$ cat src/rtl/mrsf_defines.svh
`ifndef MRSF_DEFINES_SVH
`define MRSF_DEFINES_SVH

// ==========================================
// Geometry
`define MRSF_NCH        6
`define MRSF_NMON       7
`define MRSF_POS_W      3
`define MRSF_CODE_W     8
`define MRSF_LAST_POS   3'h5
`define MRSF_FIRST_POS  3'h0
`define MRSF_DVM_CH     0

// ==========================================
// Margin and dynamic voltage limits
`define MRSF_MARGIN_MAX 4'ha
`define MRSF_DIV100_MUL 6'h29
`define MRSF_DIV100_SH  12
`define MRSF_MRG_UP     2'h1
`define MRSF_MRG_DN     2'h2
`define MRSF_DVM_MAX    3'h6

// ==========================================
// Timing
`define MRSF_CLK_MHZ     10
`define MRSF_DEBOUNCE_US 10000

`endif

$ cat src/rtl/mrsf_pkg.sv
package mrsf_pkg;

	typedef enum logic [3:0]
	{
		MRSF_OFF  = 4'h1,
		MRSF_UP   = 4'h2,
		MRSF_ON   = 4'h4,
		MRSF_DOWN = 4'h8
	} mrsf_state_e;

endpackage

$ cat src/rtl/mrsf_ramp.sv
`timescale 1ns/1ps
`include "mrsf_defines.svh"

module mrsf_ramp
(
	input  wire logic                      mclk_in,
	input  wire logic                      resetn_in,
	input  wire logic                      enable_in,
	input  wire logic [`MRSF_CODE_W-1:0]   target_in,
	input  wire logic [`MRSF_CODE_W-1:0]   slew_in,
	output logic      [`MRSF_CODE_W-1:0]   level_out,
	output logic                           done_out
);

	logic [`MRSF_CODE_W-1:0] level_r;
	logic [`MRSF_CODE_W-1:0] level_nxt;
	logic [`MRSF_CODE_W-1:0] tick_r;
	logic [`MRSF_CODE_W-1:0] tick_nxt;
	logic                    tick_hit;
	logic                    below;
	logic                    above;

	// ==========================================
	// Slew limit: one code step per slew_in+1 clocks
	assign tick_hit  = (tick_r == slew_in);
	assign below     = (level_r < target_in);
	assign above     = (level_r > target_in);
	assign tick_nxt  = (!enable_in || tick_hit) ? '0 : tick_r + 8'h01;
	assign level_nxt = !enable_in ? '0 :
		(tick_hit && below) ? level_r + 8'h01 :
		(tick_hit && above) ? level_r - 8'h01 : level_r;

	always_ff @(posedge mclk_in)
	begin
		if (!resetn_in)
		begin
			level_r <= '0;
			tick_r  <= '0;
		end
		else
		begin
			level_r <= level_nxt;
			tick_r  <= tick_nxt;
		end
	end

	assign level_out = level_r;
	assign done_out  = enable_in && !below && !above;

endmodule

$ cat src/rtl/mrsf_ctrl.sv
`timescale 1ns/1ps
`include "mrsf_defines.svh"

module mrsf_ctrl
#(
	parameter int DEBOUNCE_CYC = `MRSF_DEBOUNCE_US * `MRSF_CLK_MHZ
)
(
	input  wire logic                          mclk_in,
	input  wire logic                          resetn_in,
	input  wire logic [`MRSF_NCH*3-1:0]        seq_pos_in,
	input  wire logic                          power_on_cmd_in,
	input  wire logic                          power_off_cmd_in,
	input  wire logic [`MRSF_NCH-1:0]          chan_on_cmd_in,
	input  wire logic [`MRSF_NCH-1:0]          chan_off_cmd_in,
	input  wire logic                          channel_enable_input_in,
	input  wire logic                          enable_button_mode_in,
	input  wire logic [`MRSF_NCH-1:0]          enable_chan_sel_in,
	input  wire logic [`MRSF_NCH-1:0]          uv_cmp_in,
	input  wire logic [`MRSF_NCH-1:0]          ov_cmp_in,
	input  wire logic                          batt_uv_cmp_in,
	input  wire logic                          batt_ov_cmp_in,
	input  wire logic                          input_warn_cmp_in,
	input  wire logic                          input_fault_cmp_in,
	input  wire logic                          input_lockout_in,
	input  wire logic [`MRSF_NMON-1:0]         fault_trig_en_in,
	input  wire logic [`MRSF_NMON-1:0]         fault_force_off_in,
	input  wire logic                          alert_clear_in,
	input  wire logic                          warn_clear_in,
	input  wire logic [`MRSF_NCH*8-1:0]        nominal_code_in,
	input  wire logic [`MRSF_NCH*2-1:0]        margin_sel_in,
	input  wire logic [3:0]                    margin_pct_in,
	input  wire logic [2:0]                    dvm_level_in,
	input  wire logic [7:0]                    dvm_step_in,
	input  wire logic [7:0]                    slew_in,
	output logic      [`MRSF_NCH-1:0]          chan_enable_out,
	output logic      [`MRSF_NCH*8-1:0]        setpoint_out,
	output logic                               input_low_warn_out,
	output logic                               battery_fault_n_out,
	output logic                               fault_alert_n_out,
	output logic                               outputs_within_limits_out,
	output logic      [3:0]                    seq_state_out
);

	// ==========================================
	// Pin synchronisers (comparators and pins are asynchronous)
	localparam int SW = 2 * `MRSF_NCH + 6;
	logic [SW-1:0] sync1_r;
	logic [SW-1:0] sync2_r;

	always_ff @(posedge mclk_in)
	begin
		if (!resetn_in)
		begin
			sync1_r <= '0;
			sync2_r <= '0;
		end
		else
		begin
			sync1_r <= {uv_cmp_in, ov_cmp_in, batt_uv_cmp_in, batt_ov_cmp_in,
				input_warn_cmp_in, input_fault_cmp_in, input_lockout_in,
				channel_enable_input_in};
			sync2_r <= sync1_r;
		end
	end

	wire [`MRSF_NCH-1:0] uv_s     = sync2_r[SW-1 -: `MRSF_NCH];
	wire [`MRSF_NCH-1:0] ov_s     = sync2_r[`MRSF_NCH+5 -: `MRSF_NCH];
	wire                 buv_s    = sync2_r[5];
	wire                 bov_s    = sync2_r[4];
	wire                 warn_s   = sync2_r[3];
	wire                 bfault_s = sync2_r[2];
	wire                 lock_s   = sync2_r[1];
	wire                 pin_s    = sync2_r[0];

	// ==========================================
	// State
	mrsf_pkg::mrsf_state_e  state_r;
	mrsf_pkg::mrsf_state_e  state_nxt;
	logic [2:0]             pos_r;
	logic [2:0]             pos_nxt;
	logic [`MRSF_NCH-1:0]   seq_en_r;
	logic [`MRSF_NCH-1:0]   seq_en_nxt;
	logic [`MRSF_NCH-1:0]   man_en_r;
	logic                   fault_r;
	logic                   warn_r;
	logic                   bfault_n_r;
	logic                   within_r;
	logic                   btn_r;
	logic                   block_r;
	logic                   btn_stable_r;
	logic [16:0]            deb_cnt_r;

	// ==========================================
	// Per-channel decode, targets and soft-start ramps
	logic [`MRSF_NCH-1:0]   at_pos;
	logic [`MRSF_NCH-1:0]   ramp_done;
	logic [`MRSF_NCH-1:0]   chan_en;

	// Margin clamped to ten percent, dvm level clamped to seven settings
	wire [3:0] mpct = (margin_pct_in > `MRSF_MARGIN_MAX) ?
		`MRSF_MARGIN_MAX : margin_pct_in;
	wire [2:0] dvm_lvl = (dvm_level_in > `MRSF_DVM_MAX) ?
		`MRSF_DVM_MAX : dvm_level_in;
	wire [10:0] dvm_prod = dvm_step_in * dvm_lvl;
	wire [7:0] dvm_drop = (dvm_prod[10:8] != 3'h0) ? 8'hff : dvm_prod[7:0];

	genvar g;
	generate
		for (g = 0; g < `MRSF_NCH; g++)
		begin : gen_ch
			wire [2:0]  my_pos = seq_pos_in[g*3 +: 3];
			wire [7:0]  nom    = nominal_code_in[g*8 +: 8];
			wire [1:0]  msel   = margin_sel_in[g*2 +: 2];
			wire [17:0] prod   = nom * mpct * `MRSF_DIV100_MUL;
			wire [7:0]  delta  = prod[`MRSF_DIV100_SH +: 8];
			wire [8:0]  up_sum = {1'b0, nom} + {1'b0, delta};
			wire [7:0]  mrg    = (msel == `MRSF_MRG_UP) ?
				(up_sum[8] ? 8'hff : up_sum[7:0]) :
				(msel == `MRSF_MRG_DN) ? nom - delta : nom;
			wire [7:0]  tgt    = (g == `MRSF_DVM_CH) ?
				((mrg > dvm_drop) ? mrg - dvm_drop : 8'h00) : mrg;

			assign at_pos[g] = (my_pos == pos_r);

			mrsf_ramp u_ramp
			(
				.mclk_in   (mclk_in),
				.resetn_in (resetn_in),
				.enable_in (chan_en[g]),
				.target_in (tgt),
				.slew_in   (slew_in),
				.level_out (setpoint_out[g*8 +: 8]),
				.done_out  (ramp_done[g])
			);
		end
	endgenerate

	// Channels sitting at the following position
	logic [`MRSF_NCH-1:0] at_pos_next;
	generate
		for (g = 0; g < `MRSF_NCH; g++)
		begin : gen_nxt
			assign at_pos_next[g] = (seq_pos_in[g*3 +: 3] == pos_r + 3'h1);
		end
	endgenerate

	// ==========================================
	// Enable pin: level or debounced push button
	// Press only counts in button mode, else a level drop would start the cascade
	wire btn_press = enable_button_mode_in && btn_stable_r && !pin_s &&
		(deb_cnt_r == 17'(DEBOUNCE_CYC));
	wire en_req    = enable_button_mode_in ? btn_r : pin_s;
	wire [`MRSF_NCH-1:0] pin_en =
		enable_chan_sel_in & {`MRSF_NCH{en_req && !block_r}};

	// ==========================================
	// Fault detection
	// UV on an output only counts once its ramp reached target
	wire [`MRSF_NCH-1:0] out_uv = uv_s & chan_en & ramp_done;
	wire [`MRSF_NCH-1:0] out_ov = ov_s & chan_en;
	wire [`MRSF_NMON-1:0] mon_hit = {buv_s | bov_s, out_uv | out_ov};
	wire [`MRSF_NMON-1:0] trig    = mon_hit & fault_trig_en_in;
	wire fault_any  = |trig;
	wire fault_kill = |(trig & fault_force_off_in);

	wire [`MRSF_NCH-1:0] valid_mask = ~chan_en | (~uv_s & ~ov_s);
	wire seq_valid = &(valid_mask | ~seq_en_r);
	// Wait until the position is off and its rails really fell
	wire down_done = !(|(seq_en_r & at_pos)) &&
		&(uv_s | ~at_pos | man_en_r | pin_en);
	wire start_req = (power_on_cmd_in || btn_press) && !lock_s && !fault_r;

	// Lockout drops everything immediately; software off clears the enable registers on the next clock
	assign chan_en = (seq_en_r | man_en_r | pin_en) & {`MRSF_NCH{!lock_s}};

	// ==========================================
	// Sequencer
	always_comb
	begin
		state_nxt  = state_r;
		pos_nxt    = pos_r;
		seq_en_nxt = seq_en_r;
		case (state_r)
			mrsf_pkg::MRSF_OFF:
			begin
				if (start_req)
				begin
					state_nxt  = mrsf_pkg::MRSF_UP;
					pos_nxt    = `MRSF_FIRST_POS;
					seq_en_nxt = at_pos;
				end
			end
			mrsf_pkg::MRSF_UP:
			begin
				if (seq_valid)
				begin
					if (pos_r == `MRSF_LAST_POS)
						state_nxt = mrsf_pkg::MRSF_ON;
					else
					begin
						pos_nxt = pos_r + 3'h1;
						seq_en_nxt = seq_en_r | at_pos_next;
					end
				end
			end
			mrsf_pkg::MRSF_ON:
			begin
				state_nxt = mrsf_pkg::MRSF_ON;
			end
			mrsf_pkg::MRSF_DOWN:
			begin
				seq_en_nxt = seq_en_r & ~at_pos;
				if (down_done)
				begin
					if (pos_r == `MRSF_FIRST_POS)
						state_nxt = mrsf_pkg::MRSF_OFF;
					else
						pos_nxt = pos_r - 3'h1;
				end
			end
			default:
			begin
				state_nxt = mrsf_pkg::MRSF_OFF;
			end
		endcase
		if (power_off_cmd_in || lock_s || fault_kill)
		begin
			state_nxt  = mrsf_pkg::MRSF_OFF;
			seq_en_nxt = '0;
			pos_nxt    = `MRSF_FIRST_POS;
		end
		else if (fault_any && (state_r != mrsf_pkg::MRSF_DOWN) &&
			(state_r != mrsf_pkg::MRSF_OFF))
		begin
			state_nxt = mrsf_pkg::MRSF_DOWN;
			pos_nxt   = `MRSF_LAST_POS;
		end
	end

	always_ff @(posedge mclk_in)
	begin
		if (!resetn_in)
		begin
			state_r  <= mrsf_pkg::MRSF_OFF;
			pos_r    <= `MRSF_FIRST_POS;
			seq_en_r <= '0;
		end
		else
		begin
			state_r  <= state_nxt;
			pos_r    <= pos_nxt;
			seq_en_r <= seq_en_nxt & ~chan_off_cmd_in;
		end
	end

	// ==========================================
	// Individual on/off; off wins over on in one cycle
	always_ff @(posedge mclk_in)
	begin
		if (!resetn_in)
			man_en_r <= '0;
		else if (power_off_cmd_in || fault_kill)
			man_en_r <= '0;
		else
			man_en_r <= (man_en_r | chan_on_cmd_in) & ~chan_off_cmd_in;
	end

	// ==========================================
	// Push button debounce and software override
	always_ff @(posedge mclk_in)
	begin
		if (!resetn_in)
		begin
			btn_stable_r <= 1'b1;
			deb_cnt_r    <= '0;
			btn_r        <= 1'b0;
			block_r      <= 1'b0;
		end
		else
		begin
			if (pin_s != btn_stable_r)
				deb_cnt_r <= '0;
			else if (deb_cnt_r != 17'(DEBOUNCE_CYC))
				deb_cnt_r <= deb_cnt_r + 17'h1;
			if (deb_cnt_r == 17'(DEBOUNCE_CYC))
				btn_stable_r <= !pin_s ? 1'b0 : 1'b1;
			if (power_off_cmd_in)
				btn_r <= 1'b0;
			else if (btn_press && btn_stable_r)
				btn_r <= !btn_r;
			if (power_off_cmd_in)
				block_r <= 1'b1;
			else if (!en_req)
				block_r <= 1'b0;
		end
	end

	// ==========================================
	// Status flags; a new event beats a same-cycle clear
	always_ff @(posedge mclk_in)
	begin
		if (!resetn_in)
		begin
			fault_r    <= 1'b0;
			warn_r     <= 1'b0;
			bfault_n_r <= 1'b1;
			within_r   <= 1'b0;
		end
		else
		begin
			fault_r    <= (fault_any || bfault_s) || (fault_r && !alert_clear_in);
			warn_r     <= warn_s || (warn_r && !warn_clear_in);
			bfault_n_r <= !bfault_s;
			within_r   <= &valid_mask;
		end
	end

	assign chan_enable_out           = chan_en;
	assign input_low_warn_out        = warn_r;
	assign battery_fault_n_out       = bfault_n_r;
	assign fault_alert_n_out         = !fault_r;
	assign outputs_within_limits_out = within_r;
	assign seq_state_out             = state_r;

endmodule

$ cat config.mk
export PLATFORM = sky130hd
export DESIGN_NAME = mrsf_ctrl
export DESIGN_NICKNAME = d
export VERILOG_FILES = /design/src/rtl/mrsf_pkg.sv /design/src/rtl/mrsf_ramp.sv /design/src/rtl/mrsf_ctrl.sv
export VERILOG_INCLUDE_DIRS = /design/src /design/src/rtl
export SDC_FILE = /design/constraint.sdc
export NUM_CORES = 1
export LEC_CHECK = 0
export BUFFER_PORTS_ARGS = -buffer_cell sky130_fd_sc_hd__buf_4
export CORE_ASPECT_RATIO = 0.7
export CORE_MARGIN = 4
export CORE_UTILIZATION = 55
export DETAILED_ROUTE_END_ITERATION = 6
export GPL_TIMING_DRIVEN = 0
export HOLD_SLACK_MARGIN = 0.03
export PLACE_DENSITY = 0.91
export SETUP_SLACK_MARGIN = 0.1
export SLEW_MARGIN = 25
export SYNTH_ARGS = -nofsm -noshare
export SYNTH_HDL_FRONTEND = slang
export SYNTH_HIERARCHICAL = 1
export SYNTH_SLANG_ARGS = --single-unit
$ cat constraint.sdc
create_clock -name mclk_in -period 17.2 [get_ports mclk_in]
set_input_delay 0.86 -clock mclk_in [delete_from_list [all_inputs] [get_ports mclk_in]]
set_output_delay 0.86 -clock mclk_in [all_outputs]
set_load 0.01 [all_outputs]
Word level (Yosys, flattened, before mapping)
Index checks and enable logic that the tools add are counted.
- bits in registers: 175
- input port bits: 158
- output and inout port bits: 62
- word-level logic and storage cells: 313
- add/subtract/negate cells: 22
- multiply operators: 1
- order comparisons: 14
- equality and inequality tests: 55
- mux-type cells: 50
- bitwise gates (word level): 30
- reductions and logical operators: 113
- operators by type and width (kind ; number):
    two-way mux 8 bit ; 26
    adder 8 x 1 -> 8 bit, second input constant ; 12
    AND 6 bit ; 10
    bitwise OR 6 bit ; 10
    > comparator 8 bit ; 7
    equality test 8 bit ; 6
    less-than comparator 8 bit ; 6
    subtractor 8 x 1 -> 8 bit, second input constant ; 6
    equality test 3 bit ; 12
    logical AND 1 bit ; 36
    inverter 6 bit ; 6
    AND reduction 6 bit ; 5
    zero test 1 bit ; 27
    two-way mux 4 bit ; 6
    two-way mux 6 bit ; 4
    two-way mux 3 bit ; 7
    inequality test 3 bit, second input constant ; 7
    OR reduction 2 bit ; 10
    one-hot mux 6 bit (3 select lines) ; 1
    adder 17 x 1 -> 17 bit, second input constant ; 1
    equality test 17 bit, second input constant ; 1
    inequality test 17 bit, second input constant ; 1
    inequality test 2 bit, second input constant ; 8
    one-hot mux 4 bit (4 select lines) ; 1
    other kinds (30) ; 69

Logic depth before layout (Yosys ltp)
- depth in word-level cells: 19
- mapped depth: 36
- mapped depth without buffers: 36

By module
The synthesis kept the hierarchy.
- modules (own cells, without submodules) (module ; instances ; cells an instance ; area an instance (um^2) ; seq. area each (um^2)):
    mrsf_ctrl ; 1 ; 587 ; 4859.7 ; 1581.5
    mrsf_ramp (gen_ch[0].u_ramp ...) ; 4 ; 136 ; 1191.1 ; 320.3
    mrsf_ramp (gen_ch[4].u_ramp ...) ; 2 ; 136 ; 1203.7 ; 320.3

Least setup slack after synthesis
Ideal clock, no wire load.
- path type: input-to-reg
- start point: input port dvm_level_in[0]
- end point: register gen_ch[0].u_ramp.level_r[7]
- library setup time: 0.060 ns
- arrival: 7.656 ns
- data required time: 17.140 ns
- path slack: 9.484 ns
- cell stages on the path: 35
- path buffers: 0
- cell sequence: a21boi_1 and2_1 fa_1 ha_1 inv_1 fa_1 nor2b_1 o21ai_0 a21boi_0 o21a_1 nor2_1 o21ai_1 nor2_1 ha_1 nor2b_1 o21ai_0 a21boi_0 o21ai_0 a21boi_0 o31ai_1 nor2_1 inv_1 ha_1 nor2b_1 o211ai_1 a21boi_0 nor2_1 nand3_1 ha_1 a21o_1 a21oi_1 o31ai_1 or4_1 o221ai_2 a311o_1
- word-level cells in the longest chain between the ends: 10
- elaborated cells on any way between the ends: 14
- classes of those cells: add/sub: 1; mul: 1; order compare: 4; mux: 4; reduce/logical: 4
- RTL lines (what ; RTL line ; RTL):
    start, declared ; mrsf_ctrl.sv:33 ; input wire logic [2:0] dvm_level_in,
    > comparator 3 bit (no source line) ; n/a ;
    two-way mux 3 bit * ; mrsf_ctrl.sv:103 ; wire [2:0] dvm_lvl = (dvm_level_in > `MRSF_DVM_MAX) ?
    multiplier 8 x 3 -> 11 bit * ; mrsf_ctrl.sv:105 ; wire [10:0] dvm_prod = dvm_step_in * dvm_lvl;
    nonzero test 3 bit ; mrsf_ctrl.sv:106 ; wire [7:0] dvm_drop = (dvm_prod[10:8] != 3'h0) ? 8'hff : dvm_prod[7:0];
    two-way mux 8 bit * ; mrsf_ctrl.sv:106 ;
    subtractor 8 bit or > comparator 8 bit (tied branches) ; mrsf_ctrl.sv:122 ; ((mrg > dvm_drop) ? mrg - dvm_drop : 8'h00) : mrg;
    two-way mux 8 bit * ; mrsf_ctrl.sv:122 ;
    net gen_ch[0].tgt[1] ; mrsf_ctrl.sv:121 ; wire [7:0] tgt = (g == `MRSF_DVM_CH) ?
    less-than comparator 8 bit or > comparator 8 bit (tied branches) ; mrsf_ramp.sv:26, mrsf_ramp.sv:27 ;
    logical AND 1 bit, on equally long branches ; mrsf_ramp.sv:30, mrsf_ramp.sv:31 ;
    two-way mux 8 bit or nonzero test 2 bit (tied branches) ; n/a ;
    end signal, assigned ; mrsf_ramp.sv:42 ; level_r <= level_nxt;
    end, declared ; mrsf_ramp.sv:15 ; logic [`MRSF_CODE_W-1:0] level_r;
The timed path passes the listed nets; every way through them passes the cells marked *.
A chain may end at the register's enable or synchronous reset.

Worst setup path after layout
- start point: input port dvm_level_in[1]
- end point: register gen_ch[0].u_ramp.level_r[7]
Same word-level chain as after synthesis.

==> impl_metrics.py <==
metrics = {
    "pwr": {
        "switchingPower_w": 0.000272,
        "seqPwrFrac": 0.437,
        "power.leakage_nw": 6.19,
        "ir_worst_vdd_v": 0.0000701,
        "powerDensity_nw_per_um2": 66.1,
        "power_frac_clock": 0.379,
        "p_int_w": 0.000683,
        "pwr-share-comb": 0.184,
        "switching_share": 0.285,
    },
    "critical_path": {
        "critPathCaptureType": "flip-flop",
        "required_ns": 17.52,
        "slowest_stage": "o31ai_1",
        "cp.arrival_ns": 9.15,
        "rrSetupSlack_ns": 13.42,
        "cp-start-kind": "input pin",
        "reg2reg_to": "gen_ch[1].u_ramp/level_out[7]",
        "reg2reg_from": "gen_ch[1].u_ramp/level_out[1]",
        "max_stage_delay_ns": 0.72,
        "crit_fanout": 9,
        "crit_type": "input pin to flip-flop",
        "rr_worst_depth": 13,
    },
    "placed_design": {
        "post-dp-hpwl_mm": 25.9,
        "io_buffers": 203,
        "gp_congestion": 0.935,
        "place_inst": 1882,
        "placed_cell_area_um2": 13900,
    },
    "logic_synthesis": {
        "synth_flop_cell": "dfxtp_1",
        "ys_ff_latch": 175,
        "synth_top_area_share": 0.291,
        "async_reset_ff_frac": 0,
        "synth.most_common_cell": "nor2_1",
        "synth_cell_type_count": 71,
        "post_synth.cell_area_avg_um2": 8.58,
        "ys_seq_area_frac": 0.291,
        "synth_common_cells": "nor2_1 (178), dfxtp_1 (175), ha_1 (114)",
        "netlist_area_um2": 12000,
        "syn_nets": 1689,
        "synth.area.top_cells": "dfxtp_1 (29%), ha_1 (12%), xor2_1 (6.6%), xnor2_1 (5.8%), nor2_1 (5.6%)",
        "synth-edff-count": 0,
        "synth_top_cell_by_area": "dfxtp_1",
        "synthCells": 1403,
        "yosysWarningCount": 6,
    },
    "timing": {
        "whs_ns": 0.407,
        "tightest_slew_ns": 0.941,
        "setup_viol": 0,
        "drv_slew": 0,
        "skew_ns": 0.0140,
        "period_share": 0.514,
        "fmax_mhz": 113,
        "min_period_ns": 8.83,
        "slew_headroom": 0.364,
        "hold_violations": 0,
        "rsz0062_at_grt": "no",
        "fin_setup_tns_ns": 0,
    },
    "die": {
        "io_pins": 220,
        "row_count": 44,
        "die_w_um": 185,
        "initial_core_util": 0.569,
        "die_y_um": 132,
        "core_region_area_um2": 21100,
        "die_area_um2": 24300,
    },
    "hold_path": {
        "holdPathEnd": "battery_fault_n_out",
        "min_from": "sync2_r[2]",
        "hold_depth": 1,
        "hp-class": "flip-flop to flip-flop",
    },
    "final_layout": {
        "diodes": 0,
        "design_area_um2": 14500,
        "layout.cells.non_filler": 1913,
        "num-fill-cells": 1692,
        "layout-drive-gt1-share": 0.179,
        "finalNetCount": 1911,
        "syn_to_final_growth_pct": 20.2,
    },
    "routing": {
        "wl_per_cell_um": 17.3,
        "wirelength_mm": 33.0,
        "drcViolationCount": 0,
        "vias": 11100,
        "detail_route.vias_per_cell": 5.79,
        "drt_iter0_markers": 833,
        "ant_nets": 0,
        "dr.pass1.iters": 5,
    },
    "clock_tree": {
        "cts_hold_buf": 0,
        "cts_setup_buffers": 0,
        "cts_tree": "yes",
        "h-tree-depth": 4,
        "numCtsBuffers": 17,
        "clock-sinks": 175,
        "clockBufferDepth": 2,
        "clkSlewWorstSetupHoldPaths_ns": 0.06,
        "clock-root-buffer": "clkbuf_16",
        "cts-resized-gates": 0,
        "clkLatencyLatePin_ns": 0.44,
    },
    "grt": {
        "grt.total_usage": 0.266,
        "grt_pass1_vias": 11000,
        "antenna_found_initial": 0,
        "grt_overflow_total": 0,
        "grt_max_degree": 27,
        "grt_first_pass_wirelength_mm": 53.5,
    },
    "flow_run": {
        "drv_cap": 0,
    },
    "outcome": {
        "status": "complete, no violations",
    },
}
==> layer usage <==
metal  global-route usage  wire length [µm]  vias to the layer above
met1                0.364             14900                     5213
met2                0.423             14800                      444
met4               0.0742               710                        0
met5                    0                 0                        -
met3               0.0576              2620                       73
li1                     -                 -                     5342
==> stage by stage <==
stage	utilization	worst slack (ns)	power, W
6_report	0.684	8.37	0.000955
4_1_cts	0.684	8.50	0.000955
3_3_place_gp	0.658	8.40	0.000592
5_1_grt	0.684	7.45	0.000995
3_5_place_dp	0.658	8.11	0.000598
2_1_floorplan	-	9.48	0.000531
==> placed cells by master, fill, tap and decap left out, types with 49 or more instances in the layout <==
master	count
a21oi_1	67
and2_1	59
buf_4	205
dfxtp_1	175
ha_1	114
inv_1	98
nand2_1	77
nand3_1	49
nor2_1	178
xnor2_1	79
xor2_1	91
==> critical path, delay by kind of cell <==
kind                       cells  cell delay, ns
AOI/OAI and AO/OA             16            4.11
adders and majority gates      6            2.05
buffers and inverters          3            0.28
and+or+nand+nor               11            1.84
==> worst max-delay path by stage <==
stage                               start                            end  cells past startpoint
after CTS                 dvm_level_in[1]  gen_ch[0].u_ramp/level_out[7]                     36
after floorplan           dvm_level_in[0]  gen_ch[0].u_ramp/level_out[7]                     35
after detailed placement  dvm_level_in[1]  gen_ch[0].u_ramp/level_out[7]                     36
after global placement    dvm_level_in[1]  gen_ch[0].u_ramp/level_out[7]                     36
after global routing      dvm_level_in[1]  gen_ch[0].u_ramp/level_out[7]                     35
final                     dvm_level_in[1]  gen_ch[0].u_ramp/level_out[7]                     36
==> cells by family (layout without fill, tap and decap cells) <==
| group | Yosys count | count (layout) | synth area share |
|---|---|---|---|
| muxes | 33 | 33 | 0.0282 |
| AOI/OAI and AO/OA | 250 | 250 | 0.141 |
| xor gates and xnor gates | 170 | 170 | 0.124 |
| buffers and inverters | 115 | 349 | 0.0403 |
| and+or+nand+nor | 532 | 532 | 0.234 |
| adders and majority gates | 128 | 128 | 0.142 |
| DFF | 175 | 175 | 0.291 |
==> flip-flops by register name, indices dropped and copies added (netlist names) <==
register,count
gen_ch.u_ramp/level_out,48
gen_ch.u_ramp/tick_r,48
sync1_r,18
sync2_r,18
deb_cnt_r,17
man_en_r,6
seq_en_r,6
seq_state_out,4
pos_r,3
battery_fault_n_out,1
block_r,1
btn_r,1
btn_stable_r,1
fault_r,1
input_low_warn_out,1
outputs_within_limits_out,1
==> power groups by stage <==
stage / Sequential [W] / Clock [W] / Combinational (W)
2_1_floorplan: 0.000425 / 0 / 0.000106
3_3_place_gp: 0.000426 / 0 / 0.000166
3_5_place_dp: 0.000426 / 0 / 0.000172
4_1_cts: 0.000417 / 0.000365 / 0.000173
5_1_grt: 0.000418 / 0.000383 / 0.000194
6_report: 0.000418 / 0.000362 / 0.000176
==> final cells by class <==
type                    count  area [µm²]  area share
clock buffers              20         457      0.0316
inverters                  98         368      0.0254
clock inverters            11        86.3     0.00597
flip-flops and latches    175        3500       0.242
repair buffers            203        1520       0.105
multi-input cells        1113        8060       0.557
well taps                 276         345      0.0239
plain buffers              17         118     0.00814
No activity file was read; power rests on OpenSTA's default activity.
